[config.mk]
export PLATFORM = sky130hd
export DESIGN_NAME = tmc_timer
export DESIGN_NICKNAME = d
export VERILOG_FILES = /design/src/rtl/tmc_pkg.sv /design/src/rtl/tmc_prescaler.sv /design/src/rtl/tmc_timer.sv
export VERILOG_INCLUDE_DIRS = /design/src /design/src/rtl
export SDC_FILE = /design/constraint.sdc
export NUM_CORES = 1
export LEC_CHECK = 0
export BUFFER_PORTS_ARGS = -buffer_cell sky130_fd_sc_hd__buf_4
export CAP_MARGIN = 40
export CORE_UTILIZATION = 60
export CTS_CLUSTER_DIAMETER = 50
export DETAILED_ROUTE_END_ITERATION = 6
export GPL_ROUTABILITY_DRIVEN = 0
export PLACE_DENSITY_LB_ADDON = 0.1
export SLEW_MARGIN = 15
export SYNTH_ARGS = -nofsm -noshare
export SYNTH_HDL_FRONTEND = slang
export SYNTH_SLANG_ARGS = --single-unit
[constraint.sdc]
create_clock -name hclk -period 3.3 [get_ports hclk]
set_clock_uncertainty 0.05 [all_clocks]
set_input_delay 0 -clock hclk [delete_from_list [all_inputs] [get_ports hclk]]
set_output_delay 0 -clock hclk [all_outputs]
set_load 0.03 [all_outputs]
[src/rtl/tmc_regs.svh]
// register indices, field positions, reset values and divider taps of the timer/counter
`ifndef TMC_REGS_SVH
`define TMC_REGS_SVH

// register indices; the byte address is four times the index
`define TMC_IDX_COMPARE_A_LOW 8'h10
`define TMC_IDX_COMPARE_A_HIGH 8'h11
`define TMC_IDX_CAPTURE_B_LOW 8'h12
`define TMC_IDX_CAPTURE_B_HIGH 8'h13
`define TMC_IDX_TIMER_CONTROL 8'h26
`define TMC_IDX_CLOCK_CONFIG 8'h28
`define TMC_IDX_COUNTER_VALUE 8'h29

// timer_control field positions
`define TMC_CTRL_TFF_BIT 7
`define TMC_CTRL_ACAP_BIT 6
`define TMC_CTRL_START_MSB 5
`define TMC_CTRL_START_LSB 4
`define TMC_CTRL_CLK_MSB 3
`define TMC_CTRL_CLK_LSB 2
`define TMC_CTRL_MODE_MSB 1
`define TMC_CTRL_MODE_LSB 0

// clock_config field position
`define TMC_CFG_DIVSRC_BIT 0

// reset values
`define TMC_RST_TIMER_REG 16'hFFFF
`define TMC_RST_CONTROL 8'h00
`define TMC_RST_COUNTER 16'h0000

// divider taps: a tick every 2^n cycles of the fast clock, or every 2^3 low-frequency ticks for FS3
`define TMC_DIV_WIDTH 11
`define TMC_TAP_FC11 11'h7FF
`define TMC_TAP_FC7 11'h07F
`define TMC_TAP_FC3 11'h007
`define TMC_TAP_FS3 3'h7

`endif

[src/rtl/tmc_pkg.sv]
// types shared by the timer/counter modules
package tmc_pkg;

    typedef enum logic [1:0] {
        TMC_MODE_TIMER = 2'b00,
        TMC_MODE_WINDOW = 2'b01,
        TMC_MODE_PULSE = 2'b10,
        TMC_MODE_PPG = 2'b11
    } tmc_mode_type;

    typedef enum logic [1:0] {
        TMC_START_STOP = 2'b00,
        TMC_START_COMMAND = 2'b01,
        TMC_START_RISING = 2'b10,
        TMC_START_FALLING = 2'b11
    } tmc_start_type;

    typedef enum logic [1:0] {
        TMC_CLK_SLOW = 2'b00,
        TMC_CLK_MID = 2'b01,
        TMC_CLK_FAST = 2'b10,
        TMC_CLK_EXT = 2'b11
    } tmc_clk_type;

endpackage : tmc_pkg

[src/rtl/tmc_prescaler.sv]
// source clock prescaler: divides the fast clock and picks the counting tick
`timescale 1ns/1ps
`include "tmc_regs.svh"

module tmc_prescaler (
    // clock and reset
    input wire logic hclk,
    input wire logic hresetn,
    // clock sources
    input wire logic fs_tick,
    input wire logic pin_rise,
    // selection
    input wire logic divider_source_select,
    input wire logic sleep_mode,
    input wire tmc_pkg::tmc_clk_type source_clock_select,
    // selected tick
    output logic source_tick
);
    import tmc_pkg::*;

    logic [`TMC_DIV_WIDTH-1:0] div_reg;
    logic [`TMC_DIV_WIDTH-1:0] div_next;
    logic [2:0] fs_div_reg;
    logic [2:0] fs_div_next;
    logic tick_reg;
    logic tick_next;

    always_comb begin
        div_next = div_reg + `TMC_DIV_WIDTH'h001;
        fs_div_next = fs_tick ? fs_div_reg + 3'h1 : fs_div_reg;
        tick_next = 1'b0;
        unique case (source_clock_select)
            TMC_CLK_SLOW: begin
                if (divider_source_select || sleep_mode) begin
                    tick_next = fs_tick && (fs_div_reg == `TMC_TAP_FS3);
                end else begin
                    tick_next = (div_reg & `TMC_TAP_FC11) == `TMC_TAP_FC11;
                end
            end
            // the fast clock is halted in sleep, so these taps give no tick there
            TMC_CLK_MID: tick_next = !sleep_mode && ((div_reg & `TMC_TAP_FC7) == `TMC_TAP_FC7);
            TMC_CLK_FAST: tick_next = !sleep_mode && ((div_reg & `TMC_TAP_FC3) == `TMC_TAP_FC3);
            TMC_CLK_EXT: tick_next = pin_rise;
        endcase
    end

    always_ff @(posedge hclk or negedge hresetn) begin
        if (!hresetn) begin
            div_reg <= `TMC_DIV_WIDTH'h000;
            fs_div_reg <= 3'h0;
            tick_reg <= 1'b0;
        end else begin
            div_reg <= div_next;
            fs_div_reg <= fs_div_next;
            tick_reg <= tick_next;
        end
    end

    assign source_tick = tick_reg;

endmodule : tmc_prescaler

[src/rtl/tmc_timer.sv]
// 16-bit up-counting timer/counter with AHB-Lite register slave
`timescale 1ns/1ps
`include "tmc_regs.svh"

module tmc_timer (
    // clock and reset
    input wire logic hclk,
    input wire logic hresetn,
    // ahb-lite slave
    input wire logic hsel,
    input wire logic [31:0] haddr,
    input wire logic [1:0] htrans,
    input wire logic hwrite,
    input wire logic [2:0] hsize,
    input wire logic [31:0] hwdata,
    input wire logic hready,
    output logic hreadyout,
    output logic [31:0] hrdata,
    output logic hresp,
    // chip power state and clock sources
    input wire logic stop_mode_req,
    input wire logic sleep_mode,
    input wire logic fs_tick,
    // external pin
    input wire logic timer_input_pin,
    // events
    output logic timer_match_interrupt
);
    import tmc_pkg::*;

    // bus state
    logic wr_pend_reg;
    logic wr_pend_next;
    logic rd_pend_reg;
    logic rd_pend_next;
    logic rd_ready_reg;
    logic rd_ready_next;
    logic [7:0] idx_reg;
    logic [7:0] idx_next;
    logic idx_ok_reg;
    logic idx_ok_next;
    logic [31:0] hrdata_reg;
    logic [31:0] hrdata_next;

    // registers
    logic [7:0] control_reg;
    logic [7:0] control_next;
    logic divsrc_reg;
    logic divsrc_next;
    logic [15:0] a_shadow_reg;
    logic [15:0] a_shadow_next;
    logic [15:0] a_active_reg;
    logic [15:0] a_active_next;
    logic a_pending_reg;
    logic a_pending_next;
    logic [15:0] b_shadow_reg;
    logic [15:0] b_shadow_next;
    logic [15:0] b_reg;
    logic [15:0] b_next;
    logic b_pending_reg;
    logic b_pending_next;

    // counting state
    logic [15:0] counter_reg;
    logic [15:0] counter_next;
    logic pin_prev_reg;
    logic match_reg;
    logic match_next;

    logic addr_phase;
    logic wr_en;
    logic source_tick;
    logic pin_rise;
    logic pin_fall;
    logic count_en;
    logic capture_en;
    tmc_mode_type mode;
    tmc_start_type start;
    tmc_clk_type clk_sel;

    // word index from a byte address; unaligned or out-of-range gives not-ok
    function automatic logic index_ok(input logic [31:0] addr);
        index_ok = (addr[1:0] == 2'b00) && (addr[31:10] == 22'h000000);
    endfunction : index_ok

    // replace the low or high byte of a 16-bit value
    function automatic logic [15:0] put_byte(input logic [15:0] value, input logic high,
                                             input logic [7:0] data);
        put_byte = high ? {data, value[7:0]} : {value[15:8], data};
    endfunction : put_byte

    assign mode = tmc_mode_type'(control_reg[`TMC_CTRL_MODE_MSB:`TMC_CTRL_MODE_LSB]);
    assign start = tmc_start_type'(control_reg[`TMC_CTRL_START_MSB:`TMC_CTRL_START_LSB]);
    assign clk_sel = tmc_clk_type'(control_reg[`TMC_CTRL_CLK_MSB:`TMC_CTRL_CLK_LSB]);

    assign pin_rise = timer_input_pin && !pin_prev_reg;
    assign pin_fall = !timer_input_pin && pin_prev_reg;

    tmc_prescaler u_prescaler (
        .hclk(hclk),
        .hresetn(hresetn),
        .fs_tick(fs_tick),
        .pin_rise(pin_rise),
        .divider_source_select(divsrc_reg),
        .sleep_mode(sleep_mode),
        .source_clock_select(clk_sel),
        .source_tick(source_tick)
    );

    assign addr_phase = hsel && hready && htrans[1];
    assign wr_en = wr_pend_reg;

    // ---------------- bus slave ----------------
    always_comb begin
        wr_pend_next = wr_pend_reg;
        rd_pend_next = rd_pend_reg;
        rd_ready_next = rd_ready_reg;
        idx_next = idx_reg;
        idx_ok_next = idx_ok_reg;
        hrdata_next = hrdata_reg;
        // reads take one wait state so the data is sampled after any write just before
        if (rd_pend_reg && !rd_ready_reg) begin
            rd_ready_next = 1'b1;
            hrdata_next = 32'h00000000;
            if (idx_ok_reg) begin
                unique case (idx_reg)
                    `TMC_IDX_COMPARE_A_LOW: hrdata_next = {24'h000000, a_shadow_reg[7:0]};
                    `TMC_IDX_COMPARE_A_HIGH: hrdata_next = {24'h000000, a_shadow_reg[15:8]};
                    `TMC_IDX_CAPTURE_B_LOW: hrdata_next = {24'h000000, b_reg[7:0]};
                    `TMC_IDX_CAPTURE_B_HIGH: hrdata_next = {24'h000000, b_reg[15:8]};
                    `TMC_IDX_TIMER_CONTROL: hrdata_next = {24'h000000, control_reg};
                    `TMC_IDX_CLOCK_CONFIG: hrdata_next = {31'h00000000, divsrc_reg};
                    `TMC_IDX_COUNTER_VALUE: hrdata_next = {16'h0000, counter_reg};
                    default: hrdata_next = 32'h00000000;
                endcase
            end
        end
        if (hready) begin
            wr_pend_next = 1'b0;
            rd_pend_next = 1'b0;
            rd_ready_next = 1'b0;
        end
        if (addr_phase) begin
            wr_pend_next = hwrite;
            rd_pend_next = !hwrite;
            idx_next = haddr[9:2];
            idx_ok_next = index_ok(haddr);
        end
    end

    assign hreadyout = !(rd_pend_reg && !rd_ready_reg);
    assign hrdata = hrdata_reg;
    assign hresp = 1'b0;

    // ---------------- registers and counter ----------------
    always_comb begin
        control_next = control_reg;
        divsrc_next = divsrc_reg;
        a_shadow_next = a_shadow_reg;
        a_active_next = a_active_reg;
        a_pending_next = a_pending_reg;
        b_shadow_next = b_shadow_reg;
        b_next = b_reg;
        b_pending_next = b_pending_reg;
        counter_next = counter_reg;
        match_next = 1'b0;
        count_en = 1'b0;
        capture_en = 1'b0;

        // buffered values move to the active side on a source tick
        if (source_tick && a_pending_reg) begin
            a_active_next = a_shadow_reg;
            a_pending_next = 1'b0;
        end
        if (source_tick && b_pending_reg) begin
            b_next = b_shadow_reg;
            b_pending_next = 1'b0;
        end

        // counting source per mode and start code
        unique case (mode)
            TMC_MODE_TIMER: begin
                if (start == TMC_START_COMMAND) begin
                    count_en = source_tick;
                end else if (start == TMC_START_RISING) begin
                    count_en = pin_rise;
                end else if (start == TMC_START_FALLING) begin
                    count_en = pin_fall;
                end
                capture_en = start != TMC_START_STOP;
            end
            TMC_MODE_WINDOW: begin
                // positive logic counts while the pin is high, negative while low
                if (start == TMC_START_RISING) begin
                    count_en = source_tick && timer_input_pin;
                end else if (start == TMC_START_FALLING) begin
                    count_en = source_tick && !timer_input_pin;
                end
                capture_en = start != TMC_START_STOP;
            end
            // pulse width and pulse output counting are not built; counter holds
            TMC_MODE_PULSE: capture_en = 1'b0;
            TMC_MODE_PPG: capture_en = 1'b0;
        endcase

        if (start == TMC_START_STOP) begin
            counter_next = `TMC_RST_COUNTER;
        end else if (count_en) begin
            if (counter_reg == a_active_reg) begin
                counter_next = `TMC_RST_COUNTER;
                match_next = 1'b1;
            end else begin
                counter_next = counter_reg + 16'h0001;
            end
        end

        if (capture_en && control_reg[`TMC_CTRL_ACAP_BIT] && source_tick) begin
            b_next = counter_reg;
        end

        // software writes; a high-byte write (to B only in PPG mode) arms the transfer and wins over the tick
        if (wr_en && idx_ok_reg) begin
            unique case (idx_reg)
                `TMC_IDX_COMPARE_A_LOW: begin
                    a_shadow_next = put_byte(a_shadow_reg, 1'b0, hwdata[7:0]);
                end
                `TMC_IDX_COMPARE_A_HIGH: begin
                    a_shadow_next = put_byte(a_shadow_reg, 1'b1, hwdata[7:0]);
                    a_pending_next = 1'b1;
                end
                `TMC_IDX_CAPTURE_B_LOW: begin
                    if (mode == TMC_MODE_PPG) begin
                        b_shadow_next = put_byte(b_shadow_reg, 1'b0, hwdata[7:0]);
                    end
                end
                `TMC_IDX_CAPTURE_B_HIGH: begin
                    if (mode == TMC_MODE_PPG) begin
                        b_shadow_next = put_byte(b_shadow_reg, 1'b1, hwdata[7:0]);
                        b_pending_next = 1'b1;
                    end
                end
                `TMC_IDX_TIMER_CONTROL: control_next = hwdata[7:0];
                `TMC_IDX_CLOCK_CONFIG: divsrc_next = hwdata[`TMC_CFG_DIVSRC_BIT];
                default: control_next = control_reg;
            endcase
        end

        // stop power mode overrides any start written in the same cycle
        if (stop_mode_req) begin
            control_next[`TMC_CTRL_START_MSB:`TMC_CTRL_START_LSB] = TMC_START_STOP;
        end
    end

    always_ff @(posedge hclk or negedge hresetn) begin
        if (!hresetn) begin
            wr_pend_reg <= 1'b0;
            rd_pend_reg <= 1'b0;
            rd_ready_reg <= 1'b0;
            idx_reg <= 8'h00;
            idx_ok_reg <= 1'b0;
            hrdata_reg <= 32'h00000000;
        end else begin
            wr_pend_reg <= wr_pend_next;
            rd_pend_reg <= rd_pend_next;
            rd_ready_reg <= rd_ready_next;
            idx_reg <= idx_next;
            idx_ok_reg <= idx_ok_next;
            hrdata_reg <= hrdata_next;
        end
    end

    always_ff @(posedge hclk or negedge hresetn) begin
        if (!hresetn) begin
            control_reg <= `TMC_RST_CONTROL;
            divsrc_reg <= 1'b0;
            a_shadow_reg <= `TMC_RST_TIMER_REG;
            a_active_reg <= `TMC_RST_TIMER_REG;
            a_pending_reg <= 1'b0;
            b_shadow_reg <= `TMC_RST_TIMER_REG;
            b_reg <= `TMC_RST_TIMER_REG;
            b_pending_reg <= 1'b0;
            counter_reg <= `TMC_RST_COUNTER;
            pin_prev_reg <= 1'b0;
            match_reg <= 1'b0;
        end else begin
            control_reg <= control_next;
            divsrc_reg <= divsrc_next;
            a_shadow_reg <= a_shadow_next;
            a_active_reg <= a_active_next;
            a_pending_reg <= a_pending_next;
            b_shadow_reg <= b_shadow_next;
            b_reg <= b_next;
            b_pending_reg <= b_pending_next;
            counter_reg <= counter_next;
            pin_prev_reg <= timer_input_pin;
            match_reg <= match_next;
        end
    end

    assign timer_match_interrupt = match_reg;

endmodule : tmc_timer

==> flow_summary.yaml, run 1 <==
logic_synthesis:
  synthFlopType: "dfrtp_1"
  synth_sequential_area_ratio_pct: 51.8
  synth.lib_cells_used.distinct: 65
  number_of_flops_mapped_to_enable_cells_by_yosys: 0
  post_synth_instance_area_um2: 6730
  postSynth.asyncResetShare_pct: 100
  syn-instance-count: 594
  syn_avg_cell_area_um2: 11.3
  ys_seq_elements: 136
  yosys_warnings: 0
pwr:
  ir_drop_v: 0.000452
  cellLeakagePower_nw: 3.85
  fin_total_pwr_mw: 3.93
  power_density_nw_per_um2: 481
detailed_routing:
  vias_per_cell: 6.00
  detailroute.via_count: 5003
  drtIter0Drc: 504
  route.antenna.remaining_nets: 0
  drc_errors: 0
  detailed_route_wire_length_per_cell_um: 19.8
  drt_pre_antenna_iters: 7
  drt_wl_total_um: 16500
timing:
  fmax_mhz: 325
  fin_crit_sh_pct: 93.2
  min_period_ps: 3080
  setup_viol: 0
  grt_setup_unrepaired: "no"
  slew_viol_final: 0
  final.setup.tns_ps: 0
  slew_at_the_pin_closest_to_its_max_slew_limit_ps: 822
  fin_ws_ps: 223
  relSlewSlack_pct: 44.9
  final_hold_viol_count: 0
clock_tree:
  postCtsHoldBufs: 30
  resize_count_post_cts: 0
  clk_pin_slew_worst_paths_ps: 60
  root_buffer: "clkbuf_8"
  count_of_h_tree_levels_built_during_cts: 4
  clkLatencyLatePin_ps: 540
  clock_tree.buffer_depth: 2
  cts_made_buffers: 17
  tritoncts_sink_count: 136
  buffer_count_from_post_cts_setup_fixing: 0
  cts_tree: "yes"
worst_hold_path:
  worst_hold_startpoint: "htrans[1]"
  holdPathEnd: "rd_pend_reg"
  hold_path.class: "input port to flip-flop"
  holdPathStages: 3
run_status:
  outcome: "finished, final reports clean"
global_route:
  grt_first_pass_wirelength_um: 26500
  grt_usage_pct: 30.9
  pin_count_of_the_biggest_net_entering_global_routing: 68
  vias_in_the_first_global_route: 5190
  overflow: 0
  antenna_found_initial: 0
placement:
  pre_cts_ws_ps: 749
  hpwl_um: 11100
  buffer_ports.inserted: 67
worst_setup_path:
  highest_delay_cell_along_the_critical_path: "dfrtp_1"
  criticalPathCategory: "flip-flop to flip-flop"
  cp_slowest_stage_delay_ps: 830
  timing.reg2reg.worst_path_depth: 6
  cell_family_contributing_the_most_delay_on_the_critical_path: "simple AND/OR/NAND/NOR gates"
  worst-endpoint-arrival_ps: 3430
  path_max_fanout: 16
  path_cells: "nand2_1, nor4_4, nand3_2, mux2i_1, nor2_1, dlygate4sd3_1"
  critical_path.reg2reg.startpoint: "idx_reg[1]"
  cp.required_ps: 3660
  r2r_end: "control_reg[4]"
  critical_path.endpoint_type: "flip-flop"
  reg2reg_setup_slack_ps: 220
  worstSetupStartpointType: "flip-flop"
  worst-path-buf-inv: 1
finish:
  fillers: 723
  drive_gt1_share_pct: 34.1
  antennaDiodeCount: 0
  multi_input_area_um2: 3000
  area_delta_synth_final_pct: 21.4
  num-nets-final: 767
  seqCellArea_um2: 3480
floorplan:
  fp.dieH_um: 108
  die_width_um: 108
  fp-row-count: 38
  start_util_pct: 61.8
  dieArea_um2: 11600
  design.core.area_um2: 10900
  top_level_i_o_count: 113
run:
  max_cap_violations: 0
[layout by cell type (no fill, tap or decap), types with 16 or more instances in the layout]
| cell | n |
|---|---|
| nand2_1 | 81 |
| dlygate4sd3_1 | 29 |
| dfrtp_1 | 72 |
| conb_1 | 17 |
| nor4_1 | 17 |
| a22o_1 | 16 |
| mux2_2 | 47 |
| buf_4 | 71 |
| clkbuf_16 | 18 |
| xor2_1 | 18 |
| o21ai_0 | 31 |
| dfstp_2 | 64 |
| mux2i_1 | 27 |
[worst max path at each step]
| stage | to | start | depth (start not counted) | slack (ps) |
|---|---|---|---|---|
| CTS | control_reg[4] | idx_reg[1] | 6 | 310 |
| global placement | b_shadow_reg[10] | idx_reg[3] | 5 | 780 |
| detailed placement | b_shadow_reg[10] | idx_reg[3] | 5 | 750 |
| floorplan | divsrc_reg | idx_reg[4] | 4 | 1120 |
| global route | control_reg[4] | idx_reg[1] | 6 | 90 |
| finish | control_reg[4] | idx_reg[1] | 6 | 220 |
[Yosys cell counts, types with 2 or more instances]
cell type | instances | area (um2)
a22o_1 | 16 | 140
buf_1 | 5 | 18.8
o31ai_1 | 10 | 75.1
dfstp_2 | 64 | 1680
a32oi_1 | 6 | 52.6
mux2_2 | 47 | 529
nand4b_1 | 2 | 17.5
o22ai_1 | 3 | 18.8
o211ai_1 | 2 | 15.0
xnor2_1 | 8 | 70.1
o21ai_1 | 4 | 20.0
a221oi_1 | 7 | 61.3
a22oi_1 | 12 | 90.1
mux2i_1 | 27 | 270
nand3b_1 | 2 | 15.0
nand2b_1 | 3 | 18.8
nand3_1 | 11 | 55.1
inv_1 | 10 | 37.5
nor3_1 | 5 | 25.0
nor4_1 | 17 | 106
o21ai_0 | 31 | 155
or4_1 | 2 | 15.0
and3_1 | 6 | 37.5
or2_2 | 5 | 31.3
ha_1 | 8 | 100
nand3_2 | 2 | 20.0
or4b_4 | 2 | 27.5
mux2_1 | 3 | 33.8
dfrtp_1 | 72 | 1800
and2_1 | 6 | 37.5
nor3_4 | 2 | 32.5
or3_1 | 4 | 25.0
nand4_1 | 9 | 56.3
a21oi_1 | 2 | 10.0
buf_4 | 17 | 128
nor2_1 | 9 | 33.8
clkbuf_1 | 26 | 97.6
nand2_1 | 81 | 304
buf_2 | 3 | 15.0
xor2_1 | 18 | 158
[through the flow]
stage          cell area (um2)  hold slack (ps)  utilization (%)  cells
2_1_floorplan             6790             -346                -    610
3_3_place_gp              7250              103             66.6    770
3_5_place_dp              7290             -113             67.0    772
4_1_cts                   8170             9.48             75.0    834
5_1_grt                   8170              113             75.0    834
6_report                  8170             86.3             75.0    834
[worst reg2reg max path: stages (launching register included)]
cell and delay (ps):
dfrtp_1 830, nand2_1 220, nor4_4 590, nand3_2 370
mux2i_1 270, nor2_1 60, dlygate4sd3_1 550
[final cells by class]
| type | instances | area share [%] |
|---|---|---|
| sequential | 136 | 42.6 |
| inverter | 10 | 0.459 |
| clock buffer | 27 | 6.54 |
| timing repair buffer | 104 | 11.1 |
| clock inverter | 5 | 0.398 |
| tap | 140 | 2.14 |
| multi-input combinational | 412 | 36.7 |
[where the power goes]
group | internal [mW] | switching [mW]
registers | 1.73 | 0.0601
clock network | 1.09 | 0.693
logic | 0.160 | 0.194
[cell families after synthesis]
group	synth area share (%)
compound gates	10.7
xor+xnor	3.38
fa+ha+maj	1.49
buf+inv	4.57
flops	51.8
mux	12.7
other cells	0.0557
simple gates	15.3
[layer usage]
layer	up-vias	routed length, um	global-route usage, %
met1	2512	6780	38.8
met4	0	446	13.5
met5	-	0	0
met2	171	8320	50.4
met3	34	959	7.99
li1	2286	-	-
(Power assumes the default switching activity.)
==> inputs of run 2 (changes only) <==
==> constraint.sdc (replaced) <==
create_clock -name hclk -period 3.3 [get_ports hclk]
set_clock_uncertainty 0.05 [all_clocks]
set_input_delay 0.825 -clock hclk [delete_from_list [all_inputs] [get_ports hclk]]
set_output_delay 0.825 -clock hclk [all_outputs]
set_load 0.03 [all_outputs]
==> flow_summary.yaml, run 2 (synthesis gave the netlist of run 1 again) <==
timing:
  final_hold_viol_count: 0
  grt_setup_unrepaired: "no"
  relSlewSlack_pct: 52.1
  slew_at_the_pin_closest_to_its_max_slew_limit_ps: 719
  setup_viol: 0
  fin_ws_ps: 761
  final.setup.tns_ps: 0
  min_period_ps: 2540
  slew_viol_final: 0
  fin_crit_sh_pct: 76.9
  holdWs_ps: 224
  fmax_mhz: 394
floorplan:
  fp.dieH_um: 108
  start_util_pct: 61.8
  die_width_um: 108
  fp-row-count: 38
  dieArea_um2: 11600
  top_level_i_o_count: 113
  design.core.area_um2: 10900
clock_tree:
  cts_tree: "yes"
  clock_tree.buffer_depth: 2
  postCtsHoldBufs: 0
  resize_count_post_cts: 0
  count_of_h_tree_levels_built_during_cts: 4
  cts_made_buffers: 17
  root_buffer: "clkbuf_8"
  tritoncts_sink_count: 136
  clkLatencyLatePin_ps: 550
  clk_pin_slew_worst_paths_ps: 60
  buffer_count_from_post_cts_setup_fixing: 0
finish:
  multi_input_area_um2: 3000
  area_delta_synth_final_pct: 17.3
  final_area_um2: 7890
  seqCellArea_um2: 3480
  drive_gt1_share_pct: 35.7
  num-nets-final: 739
  leading_cell_type_in_the_layout_fill_and_taps_excluded: "nand2_1"
  antennaDiodeCount: 0
  layout.cells.most_common_list: "81 x nand2_1, 74 x buf_4, 72 x dfrtp_1"
  fillers: 763
run_status:
  outcome: "finished, final reports clean"
global_route:
  grt_usage_pct: 30.6
  antenna_found_initial: 0
  pin_count_of_the_biggest_net_entering_global_routing: 64
  grt_first_pass_wirelength_um: 25900
  overflow: 0
  vias_in_the_first_global_route: 4998
detailed_routing:
  drtIter0Drc: 481
  vias_per_cell: 6.09
  drt_wl_total_um: 16300
  detailed_route_wire_length_per_cell_um: 20.2
  detailroute.via_count: 4905
  route.antenna.remaining_nets: 0
  drt_pre_antenna_iters: 5
  drc_errors: 0
pwr:
  power.net_switching_uw: 949
  power_switching_share_pct: 23.5
  fin_total_pwr_mw: 4.04
  power.combinational.fraction_pct: 8.0
  cellInternalPower_mw: 3.09
  cellLeakagePower_nw: 3.74
  pwr-share-clk_pct: 47.8
  seqPwrFrac_pct: 44.3
  power_density_nw_per_um2: 512
  ir_drop_v: 0.000507
worst_setup_path:
  path_cells: "or4b_4, nor2_4, nand3_4, nor3_4, mux2_2"
  r2r_end: "b_shadow_reg[10]"
  timing.reg2reg.worst_path_depth: 5
  path_max_fanout: 12
  reg2reg_setup_slack_ps: 760
  criticalPathCategory: "flip-flop to flip-flop"
  highest_delay_cell_along_the_critical_path: "or4b_4"
  critical_path.endpoint_type: "flip-flop"
  critical_path.reg2reg.startpoint: "idx_reg[3]"
  worstSetupStartpointType: "flip-flop"
  worst-endpoint-arrival_ps: 2960
  cp.required_ps: 3720
  cp_slowest_stage_delay_ps: 680
run:
  max_cap_violations: 0
placement:
  hpwl_um: 11100
  pre_cts_ws_ps: 584
  buffer_ports.inserted: 67
  post_placement_cell_area_um2: 7290
worst_hold_path:
  hold_path.class: "input port to async pin"
-- run 2: cell count changes in the layout (fill, tap and decap cells not counted), sizes merged --
cell / before / now
dlygate4sd3: 29 / 0
buf: 75 / 76
inv: 11 / 10
bufinv: 0 / 2
clkinv: 3 / 2
-- run 2: area by class of cell --
cell class / count / share of cell area (%)
clock inverter: 5 / 1.03
multi-input combinational: 412 / 38.0
inverter: 10 / 0.476
tap: 140 / 2.22
sequential: 136 / 44.1
clock buffer: 27 / 6.63
timing repair buffer: 76 / 7.48
-- run 2: through the flow --
stage	util (%)	cells
after global routing	72.5	806
after detailed placement	66.9	774
after CTS	72.5	806
after floorplan	-	610
final	72.5	806
after global placement	66.8	773
-- run 2: how the worst max path moves through the flow --
stage	from	slack, ps	cells past startpoint	to
final	idx_reg[3]	760	5	b_shadow_reg[10]
after global routing	idx_reg[3]	680	4	b_shadow_reg[4]
after CTS	idx_reg[3]	760	5	b_shadow_reg[10]
after detailed placement	timer_input_pin	580	6	counter_reg[10]
after global placement	timer_input_pin	600	6	counter_reg[10]
after floorplan	timer_input_pin	980	6	counter_reg[12]
-- run 2: power by group through the flow --
stage | registers (mW) | clock network, mW | logic (mW)
final | 1.79 | 1.93 | 0.321
after global routing | 1.79 | 2.02 | 0.351
after CTS | 1.79 | 1.94 | 0.324
after detailed placement | 1.81 | 0 | 0.320
after global placement | 1.81 | 0 | 0.307
after floorplan | 1.78 | 0 | 0.222
-- run 2: worst max-delay path, delay by kind of cell, from the launching register on --
family	cells	cell delay (ps)
and+or+nand+nor	4	1550
muxes	1	400
DFF	1	450
-- run 2: metal layers --
metal / track usage, % / part of all wire [%]
met5: 0 / 0
met4: 16.1 / 3.7
met3: 7.26 / 6.1
met2: 49.0 / 49
met1: 38.4 / 41
==> inputs of run 3 (changes only) <==
--- a/config.mk
+++ b/config.mk
@@ -8,7 +8,7 @@
 export LEC_CHECK = 0
 export BUFFER_PORTS_ARGS = -buffer_cell sky130_fd_sc_hd__buf_4
 export CAP_MARGIN = 40
-export CORE_UTILIZATION = 60
+export CORE_UTILIZATION = 51
 export CTS_CLUSTER_DIAMETER = 50
 export DETAILED_ROUTE_END_ITERATION = 6
 export GPL_ROUTABILITY_DRIVEN = 0
==> constraint.sdc (replaced) <==
create_clock -name hclk -period 2.1 [get_ports hclk]
set_clock_uncertainty 0.05 [all_clocks]
set_input_delay 0.525 -clock hclk [delete_from_list [all_inputs] [get_ports hclk]]
set_output_delay 0.525 -clock hclk [all_outputs]
set_load 0.03 [all_outputs]
==> flow_summary.yaml, run 3 (synthesis gave the netlist of run 1 again) <==
run_status:
  outcome: "complete, but fails checks"
  failed_checks: "setup timing"
clock_tree:
  cts_made_buffers: 17
  cts_tree: "yes"
  clk_pin_slew_worst_paths_ps: 60
  clock_tree.buffer_depth: 2
  root_buffer: "clkbuf_16"
  clkLatencyLatePin_ps: 420
  tritoncts_sink_count: 136
  postCtsHoldBufs: 0
  count_of_h_tree_levels_built_during_cts: 4
finish:
  final_area_um2: 8450
  drive_gt1_share_pct: 41.8
  fin_cells: 894
  area_delta_synth_final_pct: 25.7
  layout.cells.most_common_list: "123 x buf_4, 81 x nand2_1, 72 x dfrtp_1"
  num-nets-final: 795
  layout.core_utilization_pct: 66.5
  antennaDiodeCount: 0
  leading_cell_type_in_the_layout_fill_and_taps_excluded: "buf_4"
worst_setup_path:
  cp_endpoint: "hrdata[5]"
  critical_path.reg2reg.startpoint: "idx_reg[6]"
  cp.required_ps: 2410
  r2r_end: "hrdata[5]"
  path_max_fanout: 8
  criticalPathCategory: "flip-flop to flip-flop"
  path_cells: "or4b_4, or4b_4, a211oi_4, buf_6, a22o_1"
  worstSetupStartpointType: "flip-flop"
  worst_path_most_repeated_cell: "or4b_4"
  cp_slowest_stage_delay_ps: 540
  startpoint: "idx_reg[6]"
  timing.reg2reg.worst_path_depth: 5
  critical_path.endpoint_type: "flip-flop"
  worst-endpoint-arrival_ps: 2420
  reg2reg_setup_slack_ps: -10
  highest_delay_cell_along_the_critical_path: "or4b_4"
timing:
  fin_ws_ps: -12.9
  min_period_ps: 2110
  grt_setup_unrepaired: "yes"
  setup_viol: 8
  final_hold_viol_count: 0
  slew_viol_final: 0
  slew_at_the_pin_closest_to_its_max_slew_limit_ps: 566
  final.setup.tns_ps: -56.0
  relSlewSlack_pct: 62.2
  holdWs_ps: 66.4
  fmax_mhz: 473
  fin_crit_sh_pct: 101
pwr:
  power_switching_share_pct: 23.7
  power.combinational.fraction_pct: 9.7
  cellLeakagePower_nw: 4.03
  ir_drop_v: 0.000662
  pwr-share-clk_pct: 46.3
  seqPwrFrac_pct: 43.9
  power.net_switching_mw: 1.50
  power_density_nw_per_um2: 749
  fin_total_pwr_mw: 6.34
  cellInternalPower_mw: 4.83
placement:
  hpwl_um: 12500
  buffer_ports.inserted: 67
  pre_cts_ws_ps: -106
  post_placement_cell_area_um2: 7770
  place_inst: 859
floorplan:
  fp-row-count: 41
  design.core.area_um2: 12700
  die_width_um: 117
  fp.dieH_um: 117
  top_level_i_o_count: 113
  start_util_pct: 52.9
  dieArea_um2: 13700
global_route:
  overflow: 0
  grt_usage_pct: 27.2
  antenna_found_initial: 0
  pin_count_of_the_biggest_net_entering_global_routing: 39
  grt_first_pass_wirelength_um: 27200
  vias_in_the_first_global_route: 5005
detailed_routing:
  vias_per_cell: 5.76
  drt_wl_total_um: 17200
  drt_pre_antenna_iters: 7
  drtIter0Drc: 459
  route.antenna.remaining_nets: 0
  drc_errors: 0
  detailroute.via_count: 5152
  detailed_route_wire_length_per_cell_um: 19.2
run:
  max_cap_violations: 0
worst_hold_path:
  hold_path.class: "input port to async pin"
run 3: worst min-delay path by stage:
stage / end / cells past startpoint / slack, ps
global route: counter_reg[6] / 1 / 80
detailed placement: b_shadow_reg[6] / 2 / 410
floorplan: a_pending_reg / 0 / 180
finish: a_pending_reg / 1 / 70
global placement: b_shadow_reg[6] / 2 / 400
CTS: a_pending_reg / 1 / 60
run 3: critical path, delay by kind of cell, from the launching register on:
kind / cells / cell delay (ps)
simple gates: 2 / 1080
flops: 1 / 370
buf+inv: 1 / 160
compound gates: 2 / 390
run 3: power groups by stage:
stage | Combinational, mW | Clock [mW] | Sequential, mW
floorplan | 0.350 | 0 | 2.80
detailed placement | 0.605 | 0 | 2.82
global placement | 0.585 | 0 | 2.82
global route | 0.672 | 3.10 | 2.79
finish | 0.617 | 2.94 | 2.78
CTS | 0.609 | 2.97 | 2.78
run 3: cell type report:
cell class	count	area (um2)
fillers	984	4270
inverters	10	37.5
clock buffers	25	485
well taps	172	215
multi-input cells	412	3070
repair buffers	132	1070
flip-flops and latches	136	3480
clock inverters	7	91.3
run 3: repair_timing:
item | CTS | global route
gates resized for setup | 4 | 15
endpoints found under the setup margin | 17 | 29
buffers inserted | 1 | 2
pin swaps | 2 | 5
run 3: layer usage:
layer / vias up / part of all wire [%] / GRT usage, %
met3: 23 / 6.2 / 6.80
met2: 197 / 50 / 44.7
li1: 2356 / - / -
met1: 2576 / 43 / 36.0
met4: 0 / 1.7 / 7.26
met5: - / 0 / 0
